$ cat src/bwac_pkg.sv
// Purpose: Shared constants for the balance watchdog and acquisition configuration block.
// Assumes: 40 MHz ref_clk, 16-bit register word.
// Notes: Offsets, fields, resets and timing counts live here.
package bwac_pkg;
	localparam logic [7:0] ACQ_CFG_ADDR = 8'h0c;
	localparam int PRESC_HI = 13;
	localparam int PRESC_LO = 12;
	localparam int WDOG_HI = 11;
	localparam int WDOG_LO = 8;
	localparam int SETTLE_HI = 5;
	localparam int SETTLE_LO = 0;
	localparam logic [15:0] CFG_WMASK = 16'h3f3f;
	localparam logic [15:0] CFG_RESET = 16'h0000;
	localparam logic [1:0] PRESC_OFF = 2'h0;
	localparam logic [1:0] PRESC_1S = 2'h1;
	localparam logic [1:0] PRESC_4S = 2'h2;
	localparam logic [1:0] PRESC_16S = 2'h3;
	localparam int CLK_HZ = 40000000;
	localparam int CLK_PS = 25000;
	localparam int SETTLE_STEP_PS = 5300000;
	localparam int SETTLE_STEP_CYC = (SETTLE_STEP_PS + CLK_PS - 1) / CLK_PS;
	localparam int TICK_STEP_S = 1;
	localparam int TICK_1S_CYC = TICK_STEP_S * CLK_HZ;
	localparam int READ_LATCH_BIT = 9;
endpackage

$ cat src/bwac_core.sv
// Purpose: Acquisition configuration register with balance watchdog and aux settling timer.
// Assumes: Register port is a simple strobed write/read at the documented address.
// Notes: Serial protocol, ADC and alarm logic are outside; only their signals connect here.
// Operation
// - Bits 15, 14, 7, 6 ignore writes and read zero.
// - Prescale code 00 disables the watchdog entirely.
// - Codes 01, 10, 11 give 1 s, 4 s, 16 s steps.
// - Watchdog count decrements once per selected step tick.
// - Count at zero with prescale code 01, 10 or 11 forces every balancing switch off.
// - Broadcast read returns count latched at ninth bit after address.
// - Aux settling time is 5.3 us per count, max 339.2 us.
// - Settling field resets to zero; zero gives one 5.3 us step.
// - Full settling inserted before each enabled aux channel.
// - Thermistor bias output active only during a sequence.
// - Switches forced off by watchdog expiry and overtemperature.
// - Scan request honoured only when no scan runs.
`timescale 1ns/1ps
module bwac_core #(
	parameter int SEC_CYC = bwac_pkg::TICK_1S_CYC,
	parameter int SETTLE_CYC = bwac_pkg::SETTLE_STEP_CYC,
	parameter int NCELL = 12
) (
	// Clock and reset.
	input wire logic ref_clk,
	input wire logic nrst,
	// Register access.
	input wire logic reg_wr,
	input wire logic [7:0] reg_addr,
	input wire logic [15:0] reg_wdata,
	output logic [15:0] reg_rdata,
	// Broadcast read bit timing.
	input wire logic bcast_bit9,
	// Balancing.
	input wire logic [NCELL-1:0] balance_switch_enable,
	input wire logic overtemp,
	output logic [NCELL-1:0] balance_switch_on,
	output logic wdog_expired,
	// Scan sequencing.
	input wire logic scan_req,
	input wire logic scan_done,
	input wire logic aux_input_one_en,
	input wire logic aux_input_two_en,
	input wire logic aux_req,
	output logic aux_settled,
	output logic scan_busy,
	output logic thermistor_bias_output
);
	typedef struct packed {
		logic [15:0] cfg;
		logic [3:0] latched;
		logic [NCELL-1:0] sw;
		logic expired;
		logic busy;
		logic [11:0] sub;
		logic [5:0] steps;
		logic settling;
		logic settled;
		logic bias;
	} bwac_core_type;
	bwac_core_type s_q, s_d;
	function automatic logic [1:0] presc_of(input logic [15:0] w);
		return w[bwac_pkg::PRESC_HI:bwac_pkg::PRESC_LO];
	endfunction
	function automatic logic [3:0] count_of(input logic [15:0] w);
		return w[bwac_pkg::WDOG_HI:bwac_pkg::WDOG_LO];
	endfunction
	function automatic logic [5:0] settle_of(input logic [15:0] w);
		return w[bwac_pkg::SETTLE_HI:bwac_pkg::SETTLE_LO];
	endfunction
	logic step;
	logic cnt_wr;
	assign cnt_wr = reg_wr && reg_addr == bwac_pkg::ACQ_CFG_ADDR;
	bwac_divider #(.SEC_CYC(SEC_CYC)) u_div (
		.ref_clk(ref_clk),
		.nrst(nrst),
		.restart(cnt_wr),
		.presc(presc_of(s_q.cfg)),
		.step(step)
	);
	always_comb begin
		s_d = s_q;
		s_d.settled = 1'b0;
		if (cnt_wr) begin
			s_d.cfg = reg_wdata & bwac_pkg::CFG_WMASK;
		end else if (presc_of(s_q.cfg) != bwac_pkg::PRESC_OFF
				&& step && count_of(s_q.cfg) != 4'h0) begin
			s_d.cfg[bwac_pkg::WDOG_HI:bwac_pkg::WDOG_LO] =
				count_of(s_q.cfg) - 4'h1;
		end
		s_d.expired = presc_of(s_d.cfg) != bwac_pkg::PRESC_OFF
			&& count_of(s_d.cfg) == 4'h0;
		if (s_d.expired || overtemp) begin
			s_d.sw = '0;
		end else begin
			s_d.sw = balance_switch_enable;
		end
		if (bcast_bit9) begin
			s_d.latched = count_of(s_q.cfg);
		end
		if (!s_q.busy && scan_req) begin
			s_d.busy = 1'b1;
		end else if (s_q.busy && scan_done) begin
			s_d.busy = 1'b0;
		end
		s_d.bias = s_d.busy;
		if (!s_q.busy) begin
			s_d.settling = 1'b0;
		end else if (!s_q.settling && aux_req && (aux_input_one_en || aux_input_two_en)) begin
			s_d.settling = 1'b1;
			s_d.sub = '0;
			s_d.steps = settle_of(s_q.cfg);
		end else if (s_q.settling) begin
			if (s_q.sub == 12'(SETTLE_CYC - 1)) begin
				s_d.sub = '0;
				if (s_q.steps == 6'h0) begin
					s_d.settling = 1'b0;
					s_d.settled = 1'b1;
				end else begin
					s_d.steps = s_q.steps - 6'h1;
				end
			end else begin
				s_d.sub = s_q.sub + 12'h1;
			end
		end
	end
	always_ff @(posedge ref_clk) begin
		if (!nrst) begin
			s_q <= '0;
			s_q.cfg <= bwac_pkg::CFG_RESET;
		end else begin
			s_q <= s_d;
		end
	end
	// Read word shows the latched count in place of the live one.
	always_ff @(posedge ref_clk) begin
		if (!nrst) begin
			reg_rdata <= '0;
		end else begin
			reg_rdata <= {s_q.cfg[15:12], s_d.latched, s_q.cfg[7:0]} & bwac_pkg::CFG_WMASK;
		end
	end
	assign balance_switch_on = s_q.sw;
	assign wdog_expired = s_q.expired;
	assign aux_settled = s_q.settled;
	assign scan_busy = s_q.busy;
	assign thermistor_bias_output = s_q.bias;
endmodule

$ cat src/bwac_divider.sv
// Purpose: Prescale divider giving one-cycle step pulses of 1, 4 or 16 seconds.
// Assumes: Restart clears both stages.
// Notes: Second stage counts 1 s ticks up to the selected multiple.
`timescale 1ns/1ps
module bwac_divider #(
	parameter int SEC_CYC = 40000000
) (
	// Clock and reset.
	input wire logic ref_clk,
	input wire logic nrst,
	// Control.
	input wire logic restart,
	input wire logic [1:0] presc,
	// Step pulse.
	output logic step
);
	typedef struct packed {
		logic [25:0] cyc;
		logic [3:0] sec;
		logic step;
	} bwac_div_type;
	bwac_div_type s_q, s_d;
	logic [3:0] last_sec;
	always_comb begin
		s_d = s_q;
		s_d.step = 1'b0;
		unique case (presc)
			bwac_pkg::PRESC_1S: last_sec = 4'h0;
			bwac_pkg::PRESC_4S: last_sec = 4'h3;
			default: last_sec = 4'hf;
		endcase
		if (restart || presc == bwac_pkg::PRESC_OFF) begin
			s_d.cyc = '0;
			s_d.sec = '0;
		end else if (s_q.cyc == 26'(SEC_CYC - 1)) begin
			s_d.cyc = '0;
			if (s_q.sec >= last_sec) begin
				s_d.sec = '0;
				s_d.step = 1'b1;
			end else begin
				s_d.sec = s_q.sec + 4'h1;
			end
		end else begin
			s_d.cyc = s_q.cyc + 26'h1;
		end
	end
	always_ff @(posedge ref_clk) begin
		if (!nrst) begin
			s_q <= '0;
		end else begin
			s_q <= s_d;
		end
	end
	assign step = s_q.step;
endmodule

$ cat config.mk
export PLATFORM = sky130hd
export DESIGN_NAME = bwac_core
export DESIGN_NICKNAME = d
export VERILOG_FILES = /design/src/bwac_pkg.sv /design/src/bwac_core.sv /design/src/bwac_divider.sv
export SDC_FILE = /design/constraint.sdc
export NUM_CORES = 1
export LEC_CHECK = 0
export BUFFER_PORTS_ARGS = -buffer_cell sky130_fd_sc_hd__buf_4
export CAP_MARGIN = 40
export CORE_MARGIN = 3
export CORE_UTILIZATION = 50
export DETAILED_ROUTE_END_ITERATION = 10
export PLACE_DENSITY = 0.73
export SYNTH_ARGS = -nofsm -noshare
export SYNTH_HDL_FRONTEND = slang
export SYNTH_SLANG_ARGS = --single-unit
$ cat constraint.sdc
create_clock -name ref_clk -period 2.3 [get_ports ref_clk]
set_clock_uncertainty 0.2 [all_clocks]
set_input_delay 0.23 -clock ref_clk [delete_from_list [all_inputs] [get_ports ref_clk]]
set_output_delay 0.23 -clock ref_clk [all_outputs]
set_load 0.1 [all_outputs]
# Word-level counts from Yosys, hierarchy flattened
# Index checks and enable logic that the tools add are counted.
[totals] word_cells=77 ff_bits=97 out_inout_bits=32
[classes] mux=15 add_sub_neg=5 bitwise=5 order_cmp=1 reduce_logical=30 n_eq_ne=6
[op_table] cell="adder 26 x 1 -> 26 bit, second input constant" count=1
[op_table] cell="equality test 26 bit, second input constant" count=1
[op_table] cell="2-to-1 mux 20 bit" count=1
[op_table] cell="2-to-1 mux 19 bit" count=1
[op_table] cell="2-to-1 mux 4 bit" count=4
[op_table] cell="adder 12 x 1 -> 12 bit, second input constant" count=1
[op_table] cell="equality test 12 x 8 -> 1 bit, second input constant" count=1
[op_table] cell="2-to-1 mux 12 bit" count=1
[op_table] cell="nonzero test 2 bit" count=5
[op_table] cell="equality test 8 x 4 -> 1 bit, second input constant" count=1
[op_table] cell="logical AND 1 bit" count=8
[op_table] cell="2-to-1 mux 8 bit" count=1
[op_table] cell="one-hot mux 4 bit (2 select lines)" count=1
[op_table] cell="logical NOT 6 bit" count=1
[op_table] cell="2-to-1 mux 6 bit" count=1
[op_table] cell="OR reduction 3 bit" count=2
[op_table] cell="subtractor 6 x 1 -> 6 bit, second input constant" count=1
[op_table] cell="NOT 1 bit" count=5
[op_table] cell="OR reduction 5 bit" count=1
[op_table] cell="adder 4 x 1 -> 4 bit, second input constant" count=1
[op_table] cell="greater-or-equal comparator 4 bit" count=1
[op_table] cell="logical NOT 4 bit" count=1
[op_table] cell="2-to-1 mux 2 bit" count=2
[op_table] cell="AND reduction 2 bit" count=2
[op_table] cell="other kinds (11)" count=17

# Longest topological paths before layout
[depth] word_depth=9 mapped_depth=9 depth_no_buf=9

# Hierarchy
# From an unflattened synthesis, not the netlist that was laid out.
[hier_totals] hier_cells=485 hier_area_um2=4181.5
[by_module_without_submodules] module="bwac_core" seq_area_each_um2=1161.1 cells_per_inst=310 area_per_inst_um2=2657.5 n_inst=1
[by_module_without_submodules] module="bwac_divider" seq_area_each_um2=620.6 cells_per_inst=175 area_per_inst_um2=1524.0 n_inst=1

# Worst setup path before layout
# No wires, ideal clock.
[synth_path] path_type="register -> register" start="reg, netlist name thermistor_bias_output" end="reg s_q[5] (netlist bit)" path_slack_ns=-0.221 arrival_ns=2.205 stages_incl_launch_ff=6 setup_time_ns=0.116 path_cell_list="dfxtp_1 -> o21ai_0 -> clkbuf_1 -> nor3b_4 -> o21ai_0 -> a31o_2"
[synth_rtl] element="end, declared" line_no="bwac_core.sv:60" rtl="bwac_core_type s_q, s_d;"

# Worst setup path in the final report
[layout_path] start="reg s_q[52] (netlist bit)" end="reg s_q (netlist bit balance_switch_on[5])"
[layout_between] elab_chain_len=9 word_cells_on_any_way=11
[layout_rtl] element="nonzero test 2 bit" line_no="bwac_core.sv:85" rtl="end else if (presc_of(s_q.cfg) != bwac_pkg::PRESC_OFF"
[layout_rtl] element="logical AND 1 bit (2 in series)" line_no="bwac_core.sv:86" rtl="&& step && count_of(s_q.cfg) != 4'h0) begin"
[layout_rtl] element="2-to-1 mux 4 bit" line_no="bwac_core.sv:85"
[layout_rtl] element="2-to-1 mux 4 bit" line_no="bwac_core.sv:83" rtl="if (cnt_wr) begin"
[layout_rtl] element="logical NOT 4 bit" line_no="bwac_core.sv:91" rtl="&& count_of(s_d.cfg) == 4'h0;"
[layout_rtl] element="logical AND 1 bit *" line_no="bwac_core.sv:91"
[layout_rtl] element="logical OR 1 bit *" line_no="bwac_core.sv:92" rtl="if (s_d.expired || overtemp) begin"
[layout_rtl] element="OR reduction 2 bit (no line) *"
# Every way passes the cells marked *; elsewhere a longest branch is shown, timed or not.
# A chain may end at the register's enable or synchronous reset.

==> results.json <==
{
  "status": "completed",
  "final_cell_mix": "dfxtp_1 (87), buf_4 (83), nor2_1 (43)",
  "grt_max_degree": 43,
  "io_pins": 78,
  "syn_area_mm2": 0.004325,
  "ys_types": 65,
  "worstSetupEndpointType": "flip-flop",
  "hold_class": "input port to flip-flop",
  "synth_seq_cells": 89,
  "antenna_found_initial": 0,
  "die_w_um": 99.01,
  "design.core.area_mm2": 0.008299,
  "period_minus_slack_ns": 2.229,
  "finalHoldViolations": 0,
  "drive_gt1_share_pct": 21.05,
  "clk_path_buf_depth": 2,
  "pwr-share-comb_pct": 10.9,
  "via_per_inst": 5.289,
  "clockRootBuffer": "clkbuf_8",
  "clk_pin_slew_ns": 0.10,
  "post-cts-setup-buffers": 0,
  "fin_cells": 675,
  "setup.worst_path.start_class": "flip-flop",
  "tritoncts": "built",
  "gp_congestion": 0.8406,
  "regToRegEndpoint": "balance_switch_on[5]",
  "rsz0062_at_grt": "yes",
  "clock_latency_ns": 0.35,
  "grt_overflow": 0,
  "use_met3_pct": 2.902,
  "first_global_vias": 3463,
  "grt_use_met2_pct": 31.30,
  "dieArea_mm2": 0.009803,
  "drc": 0,
  "worstSetupPathType": "flip-flop to flip-flop",
  "synth_edf_count": 0,
  "numCtsBuffers": 9,
  "clockPowerShare_pct": 36.8,
  "io_buffers": 69,
  "avgRoutedWirePerCell_um": 13.37,
  "ff2ff_path_depth": 8,
  "yosysWarnings": 0,
  "cts_sinks": 89,
  "synth_cells": 480,
  "num_vias": 3570,
  "hpwl_um": 6184,
  "relSlewSlack_pct": 61.55,
  "synthArstFlopShare_pct": 0,
  "internal_power_w": 0.002207,
  "place_area_mm2": 0.004837,
  "switching_share_pct": 26.35,
  "dp_cells": 633,
  "postRouteWirelength_um": 9022,
  "grt_pass1_wl_um": 15400,
  "synth_flop_cell": "dfxtp_1",
  "cts_max_level": 3,
  "track_usage_pct": 18.76,
  "worstPathArrival_ns": 2.31,
  "max-cap-violations": 0,
  "rows": 33,
  "busiest_layer": "met2",
  "fp.dieH_um": 99.01,
  "drv_slew": 0,
  "firstDrtPassIters": 4,
  "power_density_mw_per_mm2": 563.8,
  "insertedDiodeCount": 0,
  "vdd_drop_max_mv": 0.2271,
  "r2r_start": "s_q[52]",
  "p_leak_nw": 2.114,
  "drt_iter0_markers": 151,
  "reg2reg_slack_ns": 0.07,
  "ant_nets": 0,
  "grt_util_met1_pct": 24.41,
  "start_util_pct": 52.12,
  "synth.avg_cell_area_um2": 9.011,
  "area_growth_pct": 22.85,
  "whs_ns": 0.07397,
  "yosysSeqAreaShare_pct": 41.19,
  "layout_commonest_cell": "dfxtp_1",
  "finalPower_w": 0.002996,
  "timing.final.crit_share_pct": 96.89,
  "crit_end": "balance_switch_on[5]",
  "tightest_slew_ns": 0.5768,
  "switchingPower_w": 0.0007893,
  "finalSetupTns_ns": 0,
  "startpoint": "s_q[52]",
  "setup-violations-final": 0,
  "max_freq_mhz": 448.7,
  "nets": 623,
  "final_area_mm2": 0.005314,
  "seq_power_share_pct": 52.3,
  "crit_fanout": 12,
  "cp.required_ns": 2.38
}
kinds of logic (layout without fill, tap and decap cells):
group	after synthesis	after routing	share of synthesized area, %
simple gates	208	208	27.34
flops	89	89	41.19
compound gates	74	74	11.20
buf+inv	52	139	7.492
xor+xnor	33	33	6.682
fa+ha+maj	12	12	3.471
mux	11	11	2.546
other cells	1	4	0.08670
power groups by stage:
stage / combinational [W] / sequential (W) / clock [W]
global route: 0.000348 / 0.00157 / 0.00119
detailed placement: 0.000291 / 0.00160 / 0
finish: 0.000328 / 0.00157 / 0.00110
CTS: 0.000327 / 0.00157 / 0.00114
global placement: 0.000288 / 0.00160 / 0
floorplan: 0.000202 / 0.00161 / 0
routing by layer:
layer,share of wire (%),vias up
met3,4.1,13
met4,1.5,0
met2,47,81
met1,48,1654
met5,0,-
li1,-,1822
cells in the mapped netlist, drive strengths merged, types with 2 or more instances:
cell	instances	share of area, %
a211oi	3	0.52
a21boi	5	0.87
a21o	2	0.35
a21oi	23	2.7
a31oi	3	0.43
and2	10	1.4
and3	6	0.87
and4	7	1.4
and4b	2	0.46
buf	30	5.6
clkbuf	9	0.78
dfxtp	89	41
ha	12	3.5
inv	13	1.1
mux2i	11	2.5
nand2	43	3.9
nand2b	5	0.78
nand3	21	2.4
nand3b	2	0.35
nand4	11	1.7
nand4b	2	0.41
nor2	44	3.9
nor2b	14	2.0
nor3	11	1.3
nor3b	8	1.6
nor4	4	0.93
nor4b	2	0.75
nor4bb	2	0.46
o211a	6	1.4
o211ai	4	0.69
o21ai	16	1.9
o2bb2ai	3	0.61
or3	8	1.3
or4	3	0.61
xnor2	18	3.6
xor2	15	3.0
through the flow:
step	worst slack (ns)	utilization (%)
detailed placement	0.03887	58.28
global route	-0.004557	64.03
floorplan	0.1596	-
global placement	0.1415	58.28
finish	0.07148	64.03
CTS	0.02916	63.85
registers in the layout, summed over array words and instances, names as in the netlist:
register / count
u_div.step: 1
aux_settled: 1
u_div.s_q: 30
thermistor_bias_output: 1
s_q: 34
wdog_expired: 1
balance_switch_on: 12
reg_rdata: 9
timing repair:
action | 4_1_cts | 5_1_grt
gates resized for setup | 0 | 5
endpoints found under the hold margin | 27 | 0
hold buffers | 26 | 0
setup endpoints to repair | 0 | 17
worst min path at each step:
stage / from / to / slack (ns) / cells past startpoint
finish: aux_req / s_q[2] / 0.07 / 4
global placement: scan_req / thermistor_bias_output / 0.26 / 2
floorplan: balance_switch_enable[0] / balance_switch_on[0] / 0.15 / 2
detailed placement: scan_req / thermistor_bias_output / 0.26 / 2
global route: overtemp / balance_switch_on[6] / 0.1 / 5
CTS: aux_req / s_q[2] / 0.05 / 4
area by class of cell:
| cell class | instances | area, um^2 |
|---|---|---|
| repair buffers | 110 | 903.4 |
| clock inverters | 6 | 73.82 |
| inverters | 13 | 48.80 |
| well taps | 105 | 131.4 |
| multi-input cells | 342 | 2245 |
| clock buffers | 10 | 127.6 |
| flip-flops and latches | 89 | 1784 |
| fillers | 700 | 2985 |
worst max-delay path: stages (launching register included):
cell     delay [ns]
dfxtp_2        0.36
inv_1          0.06
ha_2           0.18
or3b_4         0.37
or4_1          0.40
nand3_1        0.12
o32ai_1        0.09
buf_4          0.20
a21oi_1        0.18
No activity file was read; power rests on OpenSTA's default activity.
